## config.mk

```make
export PLATFORM = sky130hd
export DESIGN_NAME = analog_monitor_control_status
export DESIGN_NICKNAME = d
export VERILOG_FILES = /design/src/pkg/analog_monitor_pkg.sv /design/src/pkg/monitor_event_if.sv /design/src/rtl/monitor_event_flags.sv /design/src/rtl/analog_monitor_control_status.sv
export VERILOG_INCLUDE_DIRS = /design/src /design/src/pkg
export SDC_FILE = /design/constraint.sdc
export NUM_CORES = 1
export LEC_CHECK = 0
export BUFFER_PORTS_ARGS = -buffer_cell sky130_fd_sc_hd__buf_4
export CAP_MARGIN = 20
export CORE_AREA = 2 2 53 55
export CTS_BUF_LIST = sky130_fd_sc_hd__clkbuf_16
export DETAILED_ROUTE_END_ITERATION = 12
export DIE_AREA = 0 0 55 57
export GPL_TIMING_DRIVEN = 0
export PLACE_DENSITY = 0.79
export SYNTH_ARGS = -nofsm -noshare
export SYNTH_HDL_FRONTEND = slang
export SYNTH_SLANG_ARGS = --single-unit
```

## constraint.sdc

```tcl
create_clock -name CLK_SYS_I -period 1.4 [get_ports CLK_SYS_I]
set_input_delay 0.28 -clock CLK_SYS_I [delete_from_list [all_inputs] [get_ports CLK_SYS_I]]
set_output_delay 0.28 -clock CLK_SYS_I [all_outputs]
set_load 0.05 [all_outputs]
```

## src/pkg/analog_monitor_consts.svh

```systemverilog
`ifndef ANALOG_MONITOR_CONSTS_SVH
`define ANALOG_MONITOR_CONSTS_SVH

// ==========================================================
// register addresses on the peripheral bus
`define AM_ADDR_W             24
`define AM_CTRL_STATUS_ADDR   24'h00fd40
`define AM_CONFIG_ADDR        24'h00fd42

// ==========================================================
// control/status field positions
`define AM_START_BIT          0
`define AM_MEAS_DONE_BIT      1
`define AM_CMP_DONE_BIT       2
`define AM_CROSS_BIT          3
`define AM_NUM_FLAGS          3

// ==========================================================
// configuration field positions
`define AM_MODE_LSB           0
`define AM_MODE_MSB           1
`define AM_MEAS_IRQ_EN_BIT    3
`define AM_CROSS_IRQ_EN_BIT   4
`define AM_DIRECTION_BIT      5

// ==========================================================
// reset values and writable masks
`define AM_CTRL_STATUS_RESET  8'h00
`define AM_CONFIG_RESET       8'h00
`define AM_CONFIG_WMASK       8'h3b
`define AM_FLAG_RESET         3'h0

`endif

```

## src/pkg/analog_monitor_pkg.sv

```systemverilog
`default_nettype none

package analog_monitor_pkg;

   // ==========================================================
   // operating modes, in mode-select code order 00..11
   typedef enum logic [1:0] {
      MODE_DISABLED,
      MODE_VOLT_BURST,
      MODE_CMP_BURST,
      MODE_LOWPOWER_CMP
   } mode_e;

   typedef logic [7:0] reg_byte_t;

endpackage : analog_monitor_pkg

`default_nettype wire

```

## src/pkg/monitor_event_if.sv

```systemverilog
`timescale 1ns/1ps
`default_nettype none

// ==========================================================
// event flag carrier between the control block and the flag bank
interface monitor_event_if;
   logic [2:0] set_pulse;   // hardware events, already gated by mode
   logic [2:0] clear_w1c;   // software write-one-to-clear
   logic       clear_all;   // effective start clears every flag
   logic [2:0] flag_q;      // current sticky flags

   modport control_side (output set_pulse, output clear_w1c, output clear_all, input flag_q);
   modport flags_side   (input set_pulse, input clear_w1c, input clear_all, output flag_q);
endinterface : monitor_event_if

`default_nettype wire

```

## src/rtl/monitor_event_flags.sv

```systemverilog
`timescale 1ns/1ps
`default_nettype none

// ==========================================================
// sticky event flags, one per event
module monitor_event_flags (
   input wire logic               clk_i,   // core clock
   input wire logic               srst_i,  // synchronous reset, high
   monitor_event_if.flags_side    ev       // flag controls and state
);

   genvar g;
   generate
      for (g = 0; g < 3; g++) begin : g_flag
         logic flag_d;
         logic flag_q;

         // a set in the same cycle as any clear wins, so no event is lost
         always_comb begin
            if (ev.set_pulse[g]) begin
               flag_d = 1'b1;
            end else if (ev.clear_w1c[g] || ev.clear_all) begin
               flag_d = 1'b0;
            end else begin
               flag_d = flag_q;
            end
         end

         // register only
         always_ff @(posedge clk_i) begin
            if (srst_i) begin
               flag_q <= 1'b0;
            end else begin
               flag_q <= flag_d;
            end
         end

         assign ev.flag_q[g] = flag_q;
      end
   endgenerate

endmodule : monitor_event_flags

`default_nettype wire

```

## src/rtl/analog_monitor_control_status.sv

```systemverilog
`timescale 1ns/1ps
`default_nettype none
`include "analog_monitor_consts.svh"

module analog_monitor_control_status
   import analog_monitor_pkg::*;
#(
   parameter int ADDR_W = `AM_ADDR_W     // peripheral bus address width
) (
   input  wire logic              CLK_SYS_I,        // core clock, 200 MHz
   input  wire logic              SRST_I,           // synchronous reset, high
   input  wire logic [ADDR_W-1:0] ADDR_I,           // register byte address
   input  wire logic              WR_I,             // write strobe, one cycle
   input  wire logic              RD_I,             // read strobe, one cycle
   input  wire logic [7:0]        WDATA_I,          // write data
   output var  logic [7:0]        RDATA_O,          // read data, cycle after RD_I
   input  wire logic              MEAS_BURST_DONE_I,// datapath: voltage burst done
   input  wire logic              CMP_BURST_DONE_I, // datapath: compare burst done
   input  wire logic              LP_CMP_VALID_I,   // datapath: periodic compare done
   input  wire logic              ANY_BELOW_I,      // some input below threshold
   input  wire logic              ANY_ABOVE_I,      // some input above threshold
   output var  logic [1:0]        ACTIVE_MODE_O,    // mode in use by datapath
   output var  logic              START_O,          // pulse: new mode begins
   output var  logic              DIRECTION_O,      // direction select to datapath
   output var  logic              MONITOR_INTERRUPT_O // to controller and wake-up unit
);

   // ==========================================================
   // elaboration check
   if (ADDR_W < 16 || ADDR_W > 32) begin : g_bad_addr_w
      $error("ADDR_W must lie between 16 and 32");
   end

   // ==========================================================
   // address decode, shared by the read and write paths
   function automatic logic addr_hit(input logic [ADDR_W-1:0] addr,
                                     input logic [23:0]       target);
      logic [31:0] wide;
      wide = 32'(addr);
      return wide == 32'(target);
   endfunction

   // ==========================================================
   // declarations
   mode_e          active_mode_q;
   mode_e          active_mode_d;
   reg_byte_t      config_q;
   reg_byte_t      config_d;
   logic           start_q;
   logic           start_d;
   logic [7:0]     rdata_q;
   logic [7:0]     rdata_d;
   logic           irq_q;
   logic           irq_d;
   logic           cs_write;
   logic           cfg_write;
   logic           start_req;
   logic           start_eff;
   mode_e          cfg_mode;
   logic           meas_irq_en;
   logic           cross_irq_en;
   logic           direction;
   logic           crossing;
   logic [2:0]     set_pulse;
   logic [2:0]     clear_w1c;

   monitor_event_if ev ();

   // ==========================================================
   // configuration fields
   assign cfg_mode     = mode_e'(config_q[`AM_MODE_MSB:`AM_MODE_LSB]);
   assign meas_irq_en  = config_q[`AM_MEAS_IRQ_EN_BIT];
   assign cross_irq_en = config_q[`AM_CROSS_IRQ_EN_BIT];
   assign direction    = config_q[`AM_DIRECTION_BIT];

   // write decode
   assign cs_write  = WR_I && addr_hit(ADDR_I, `AM_CTRL_STATUS_ADDR);
   assign cfg_write = WR_I && addr_hit(ADDR_I, `AM_CONFIG_ADDR);

   // ==========================================================
   // start trigger: only a one counts, and only if the mode changes
   assign start_req = cs_write && WDATA_I[`AM_START_BIT];
   assign start_eff = start_req && (cfg_mode != active_mode_q);

   // ==========================================================
   // active mode follows the configuration only at an effective start
   always_comb begin
      active_mode_d = active_mode_q;
      start_d       = 1'b0;
      if (start_eff) begin
         active_mode_d = cfg_mode;
         start_d       = 1'b1;
      end
   end

   always_ff @(posedge CLK_SYS_I) begin
      if (SRST_I) begin
         active_mode_q <= MODE_DISABLED;
         start_q       <= 1'b0;
      end else begin
         active_mode_q <= active_mode_d;
         start_q       <= start_d;
      end
   end

   // ==========================================================
   // configuration register; reserved bits never store
   always_comb begin
      config_d = config_q;
      if (cfg_write) begin
         config_d = WDATA_I & `AM_CONFIG_WMASK;
      end
   end

   always_ff @(posedge CLK_SYS_I) begin
      if (SRST_I) begin
         config_q <= `AM_CONFIG_RESET;
      end else begin
         config_q <= config_d;
      end
   end

   // ==========================================================
   // event gating: each event only counts in its own active mode,
   // so a late done from an abandoned mode cannot set a flag
   assign crossing = direction ? ANY_ABOVE_I : ANY_BELOW_I;

   always_comb begin
      set_pulse = 3'h0;
      unique case (active_mode_q)
         MODE_DISABLED: begin
            set_pulse = 3'h0;
         end
         MODE_VOLT_BURST: begin
            set_pulse[0] = MEAS_BURST_DONE_I;
         end
         MODE_CMP_BURST: begin
            set_pulse[1] = CMP_BURST_DONE_I;
         end
         MODE_LOWPOWER_CMP: begin
            set_pulse[2] = LP_CMP_VALID_I && crossing;
         end
      endcase
   end

   // software write-one-to-clear on the flag bits
   assign clear_w1c = cs_write ? WDATA_I[`AM_CROSS_BIT:`AM_MEAS_DONE_BIT] : 3'h0;

   assign ev.set_pulse = set_pulse;
   assign ev.clear_w1c = clear_w1c;
   assign ev.clear_all = start_eff;

   monitor_event_flags u_flags (
      .clk_i  (CLK_SYS_I),
      .srst_i (SRST_I),
      .ev     (ev)
   );

   // ==========================================================
   // interrupt: level from flags and enables, one cycle behind the
   // flags because the output must come from a flip-flop
   always_comb begin
      irq_d = (ev.flag_q[0] && meas_irq_en)
           || (ev.flag_q[2] && cross_irq_en);
   end

   always_ff @(posedge CLK_SYS_I) begin
      if (SRST_I) begin
         irq_q <= 1'b0;
      end else begin
         irq_q <= irq_d;
      end
   end

   // ==========================================================
   // read path; start reads zero, unmapped addresses read zero
   always_comb begin
      rdata_d = 8'h00;
      if (RD_I) begin
         if (addr_hit(ADDR_I, `AM_CTRL_STATUS_ADDR)) begin
            rdata_d = {4'h0, ev.flag_q, 1'b0};
         end else if (addr_hit(ADDR_I, `AM_CONFIG_ADDR)) begin
            rdata_d = config_q;
         end
      end
   end

   always_ff @(posedge CLK_SYS_I) begin
      if (SRST_I) begin
         rdata_q <= 8'h00;
      end else begin
         rdata_q <= rdata_d;
      end
   end

   // ==========================================================
   // outputs, all straight from flip-flops
   assign RDATA_O             = rdata_q;
   assign ACTIVE_MODE_O       = active_mode_q;
   assign START_O             = start_q;
   assign DIRECTION_O         = config_q[`AM_DIRECTION_BIT];
   assign MONITOR_INTERRUPT_O = irq_q;

endmodule : analog_monitor_control_status

`default_nettype wire

```

# Word-level counts from Yosys, hierarchy flattened
# Index checks and enable logic that the tools add are counted.
# classes
n_eq_ne	6
muxes	14
n_bitwise	2
reduce_logical	16
# op_table
op	n
== test 24 x 16 -> 1 bit, second input constant	2
2-to-1 mux 1 bit	11
2-to-1 mux 4 bit	2
logical AND 1 bit	7
nonzero test 2 bit	3
== test 2 bit, second input constant	2
logical OR 1 bit	4
OR reduction 4 bit	1
2-to-1 mux 3 bit	1
== test 2 x 1 -> 1 bit, second input constant	1
!= test 2 bit	1
NOT 1 bit	2
OR reduction 2 bit	1
# word_totals
register_bits	18
wordCells	47

# Longest topological paths before layout
# depth
depth_word	7
ltp_mapped	6
mapped_depth_nobuf	4

# Cells and area by module
# Synthesis repeated with hierarchy kept, for this count alone.
# unflattened
hier_cells	102
hier_area_um2	925.9
# by_module_without_submodules
module	n_inst	cells_per_inst	area_per_inst_um2	seq_area_each_um2
analog_monitor_control_status	1	87	790.8	300.3
monitor_event_flags	1	15	135.1	60.1

# Worst setup path after synthesis
# No wires, ideal clock.
# synth_path
kind	flip-flop to flip-flop
startpoint	register active_mode_q[1] (netlist: ACTIVE_MODE_O[1])
endpoint	register active_mode_q[0] (netlist: ACTIVE_MODE_O[0])
setup_time_ps	123
t_arrival_ps	1529
slack_ps	-253
path_stages_with_launch	5
path_buffers	0
path_cell_list	dfxtp_1 -> xor2_1 -> o21ai_1 -> nor3_1 -> mux2_1
# synth_between
elab_chain_cells	2
# synth_lines
element	line_no	rtl
start: declaration	analog_monitor_control_status.sv:45	mode_e active_mode_q;
start signal: assignment	analog_monitor_control_status.sv:101	active_mode_q <= active_mode_d;
!= test 2 bit	analog_monitor_control_status.sv:83	assign start_eff = start_req && (cfg_mode != active_mode_q);
logical AND 1 bit	analog_monitor_control_status.sv:83	
# Every way passes these cells.
# A chain may end at the register's enable or synchronous reset.

# Worst setup path after layout
# layout_path
startpoint	input ADDR_I[17]
endpoint	register u_flags.g_flag[2].flag_q
# layout_between
elab_chain_cells	6
elab_cells_between_ends	7
# layout_lines
element	line_no	rtl
start: declaration	analog_monitor_control_status.sv:12	input wire logic [ADDR_W-1:0] ADDR_I,
== test 24 x 16 -> 1 bit *	analog_monitor_control_status.sv:40	return wide == 32'(target);
logical AND 1 bit *	analog_monitor_control_status.sv:77	assign cs_write = WR_I && addr_hit(ADDR_I, `AM_CTRL_STATUS_ADDR);
logical AND 1 bit	analog_monitor_control_status.sv:82	assign start_req = cs_write && WDATA_I[`AM_START_BIT];
logical AND 1 bit	analog_monitor_control_status.sv:83	
logical OR 1 bit *	monitor_event_flags.sv:22	end else if (ev.clear_w1c[g] || ev.clear_all) begin
nonzero test 2 bit (no source line) *	-	
end signal: assignment	monitor_event_flags.sv:34	flag_q <= flag_d;
end: declaration	monitor_event_flags.sv:16	logic flag_q;
# Every way passes the cells marked *; elsewhere a longest branch is shown, timed or not.

==> impl_summary.md <==
Synthesis
After synthesis the netlist holds a flip-flop and latch count of 18. Sequential cells were found to cover 38.7% of the synthesized design area. Of all flip-flops after synthesis, the portion carrying an async set or reset was 0%. The most used flip-flop cell after synthesis is sky130_fd_sc_hd__dfxtp_1. The number of warnings reported in the yosys synthesis log is 0. After synthesis the cells add up to 931 sq um. The number of enable flip-flop cells after synthesis is 0. Summed over its instances, the top area cell type makes up 38.7% of the synthesized netlist area. The number of library cell types mapped by synthesis is 36. A synthesized cell averages 10.1 sq um.

Ranked by total cell area, the synthesized netlist is headed by sky130_fd_sc_hd__dfxtp_1, sky130_fd_sc_hd__nor4_4, sky130_fd_sc_hd__buf_6. In the synthesized netlist, the number of instances is 92. The biggest area contributor in the post-synthesis netlist is sky130_fd_sc_hd__dfxtp_1.

Timing
The final max-slew violation count came to 0. The final setup violation count is 0. The upper clock frequency limit is 735 MHz. Of the available clock period, the critical path in the final layout requires 97.2%. The minimum clock period after layout is 1360 ps. The hold violation total from the final report came to 0. Setup repair after global routing could not meet its margin everywhere. Clock skew on the completed layout was measured at 2.48 ps. The setup slack of the critical path after layout is 38.8 ps.

Drt
The post-route antenna net violation count is 0. The starting DRC count in detailed routing is 43. Dividing the detail-routed via count by the number of cells gives 5.47. For this block, the routed nets add up to 2.85 mm of wire. The detail-routed net length per standard cell is 15.9 um.

Before antenna repair, the detailed router went through 4 iterations. The total number of vias is 980. In the routed design, unresolved DRC markers number 0.

Power and ir drop
The internal power of the cells totals 0.974 mW. Per report_power, the clock group accounts for 46.5% of the total. Power comes to 1.23 mW. The switching power share of the total is 20.9%.

In this run the power density over the cells is 816 mW/mm^2. Sequential cells account for 41.3% of the total power. In this run the power spent charging and discharging nets is 0.257 mW. Combinational cells account for 12.2% of the total power. The reported leakage power is 0.666 nW.

IR analysis of the VDD net gives a maximum drop of 0.849 mV.

Final layout
The storage element area is 370 sq um. The filler cell count is 243. 0 antenna diodes ended up in the layout. At the end of the flow, the number of nets in the layout was 190. After routing the design area is 0.00151 sq mm. The proportion of layout cells with a drive suffix above 1 is 57.4%. The multi-input gate area in the final layout is 569 sq um. The area added between synthesis and finish is 62.1%.

Clock tree
The number of hold buffers added after CTS was 0. The number of CTS-inserted buffers is 3. The clock passes through at most 2 buffers.

The root buffer cell chosen for the clock tree is sky130_fd_sc_hd__clkbuf_16. The CTS H-tree depth is 1. The TritonCTS clock tree is done.

The clock latency at the later pin of the worst-skew pair is 250 ps. The clock slew at the register clock pins of the worst setup and hold paths is 50 ps. The tree built by TritonCTS fans out to 18 sinks.

Flow run
Max-cap violations in this run came to 0.

Placement
The detailed placement HPWL is 2.09 mm. Routability-driven placement finished with a final weighted congestion of 0.856. The port buffer count is 48. Prior to clock tree synthesis, the placed netlist has a worst setup slack of -345 ps. The post-placement cell area is 0.00134 sq mm.

Floorplan
Measured along the y axis, the die boundary spans 57 um. In this run the standard cell core region covers 0.00262 sq mm. The die is 55 um wide. Once the floorplan was initialized, standard cells occupied 35.6% of the core. During I/O placement, the number of pins put on the boundary was 54. The floorplan step defined a die boundary enclosing 0.00314 sq mm. After floorplanning, the core was divided into 19 placement rows.

Status
The flow ran to the end, and the final reports show no timing, DRC or antenna violations.

Worst setup path
STA puts the critical path data required time at 1540 ps. Of all nets on the critical path, the largest fanout is 5. The type of the worst setup path is in -> reg.

The element type at the critical path start is an input port. The delay of the slowest critical-path stage is 360 ps. Traced cell by cell, the critical path runs through buf_4, nor4_4, and4_4, buf_6, o2111ai_2, a31o_1.

STA classifies the critical path endpoint as a flip-flop. The cell type of the slowest stage on the worst timing path is sky130_fd_sc_hd__nor4_4. At the worst endpoint, the arrival time is 1500 ps.

GRT
The global-route wire length before repair is 4.23 mm. The via count of the first global-routing pass was 983. The number of antenna violations at the first check in global routing was 0. In the global route stage, overall resource usage came out at 18.5%.

The total congestion overflow is 0. Entering global routing, the biggest net connects 11 pins.

Hold path
The class of the tightest hold or removal check is in -> reg.
## metal layers
| metal | routed length, um | track usage, % | vias up |
|---|---|---|---|
| met5 | 0 | 0 | - |
| met4 | 38 | 5.23 | 0 |
| met3 | 210 | 4.71 | 4 |
| met2 | 1580 | 32.7 | 47 |
| met1 | 1020 | 21.5 | 473 |
| li1 | - | - | 456 |
## cells in the mapped netlist (all sizes together) (2+ instances only)
| library cell | n |
|---|---|
| buf | 6 |
| o2111ai | 3 |
| and3 | 3 |
| a21oi | 5 |
| nor3 | 3 |
| and4bb | 2 |
| nor2b | 3 |
| nor2 | 4 |
| nand3 | 4 |
| and4 | 3 |
| and2 | 2 |
| nor4 | 2 |
| dfxtp | 18 |
| nand4 | 7 |
| inv | 3 |
| mux2i | 3 |
| o21ai | 6 |
| a31o | 2 |
| xor2 | 2 |
## worst max-delay path: cells and delay by family
| kind | cells | cell delay [ps] |
|---|---|---|
| AOI/OAI and AO/OA | 2 | 310 |
| buffers and inverters | 2 | 250 |
| and+or+nand+nor | 2 | 650 |
## path summary, 6_finish.rpt
| kind | start | to | slack (ps) | cells past startpoint |
|---|---|---|---|---|
| worst max-delay path | ADDR_I[17] | u_flags.g_flag[2].flag_q | 40 | 6 |
| worst min-delay path | ADDR_I[1] | RDATA_O[2] | 280 | 2 |
| worst max register to register | ACTIVE_MODE_O[1] | ACTIVE_MODE_O[0] | 60 | 4 |
| worst min register to register | u_flags.g_flag[1].flag_q | u_flags.g_flag[1].flag_q | 490 | 1 |
## power groups by stage
stage	Sequential (mW)	Combinational (mW)	Clock, mW
after floorplan	0.520	0.0467	0
after global placement	0.520	0.138	0
after detailed placement	0.520	0.143	0
after CTS	0.509	0.146	0.579
after global routing	0.508	0.159	0.595
final	0.509	0.151	0.573
## flip-flops by register name, indices dropped and copies added (netlist names)
register               cells
config_q                   5
ACTIVE_MODE_O              2
START_O                    1
MONITOR_INTERRUPT_O        1
u_flags.g_flag.flag_q      3
RDATA_O                    6
## cells in the final DEF (no fill, tap or decap), types with 2 or more instances in the layout
cell / Yosys / layout
sky130_fd_sc_hd__clkbuf_16: 0 / 3
sky130_fd_sc_hd__o21ai_0: 5 / 5
sky130_fd_sc_hd__nor4_4: 2 / 2
sky130_fd_sc_hd__buf_6: 3 / 3
sky130_fd_sc_hd__a21oi_1: 5 / 5
sky130_fd_sc_hd__conb_1: 1 / 2
sky130_fd_sc_hd__nand4_1: 5 / 5
sky130_fd_sc_hd__mux2i_1: 3 / 3
sky130_fd_sc_hd__dfxtp_1: 18 / 14
sky130_fd_sc_hd__xor2_2: 0 / 2
sky130_fd_sc_hd__a31o_1: 2 / 2
sky130_fd_sc_hd__o2111ai_2: 0 / 2
sky130_fd_sc_hd__dfxtp_2: 0 / 2
sky130_fd_sc_hd__buf_4: 3 / 53
sky130_fd_sc_hd__dfxtp_4: 0 / 2
sky130_fd_sc_hd__inv_1: 3 / 3
sky130_fd_sc_hd__and4bb_2: 2 / 2
sky130_fd_sc_hd__nor2b_1: 3 / 3
sky130_fd_sc_hd__nand3_1: 3 / 3
sky130_fd_sc_hd__nor2_1: 4 / 4
sky130_fd_sc_hd__and3_1: 3 / 3
## per-stage QoR
stage | TNS [ps] | utilization (%) | hold slack (ps) | cells
after floorplan | 0 | - | 432 | 93
after global placement | -1030 | 51.3 | 459 | 172
after detailed placement | -1560 | 51.3 | 464 | 172
after CTS | -6.34 | 55.0 | 276 | 176
after global routing | -37.1 | 57.7 | 292 | 179
final | 0 | 57.7 | 281 | 179
## cell families after synthesis
logic type             Yosys count  share of synthesized area (%)
AND/OR/NAND/NOR                 36                           30.9
buffers and inverters           10                           7.66
flip-flops                      18                           38.7
other                            1                          0.403
XOR/XNOR                         2                           1.88
AO/OA/AOI/OAI                   21                           16.0
multiplexers                     4                           4.44
## repair_timing
item | CTS | global route
setup endpoints to repair | 1 | 5
buffers inserted | 0 | 2
pin swaps | 2 | 7
gates cloned | 0 | 1
hold endpoints to repair | 0 | 0
resized for setup | 3 | 10
## cell type report
| class | count | share of cell area [%] |
|---|---|---|
| inverters | 3 | 0.746 |
| multi-input cells | 65 | 37.7 |
| clock buffers | 3 | 4.98 |
| repair buffers | 51 | 25.2 |
| well taps | 31 | 2.57 |
| flip-flops and latches | 18 | 24.5 |
| plain buffers | 7 | 3.98 |
| clock inverters | 1 | 0.249 |
(Power assumes the default switching activity.)
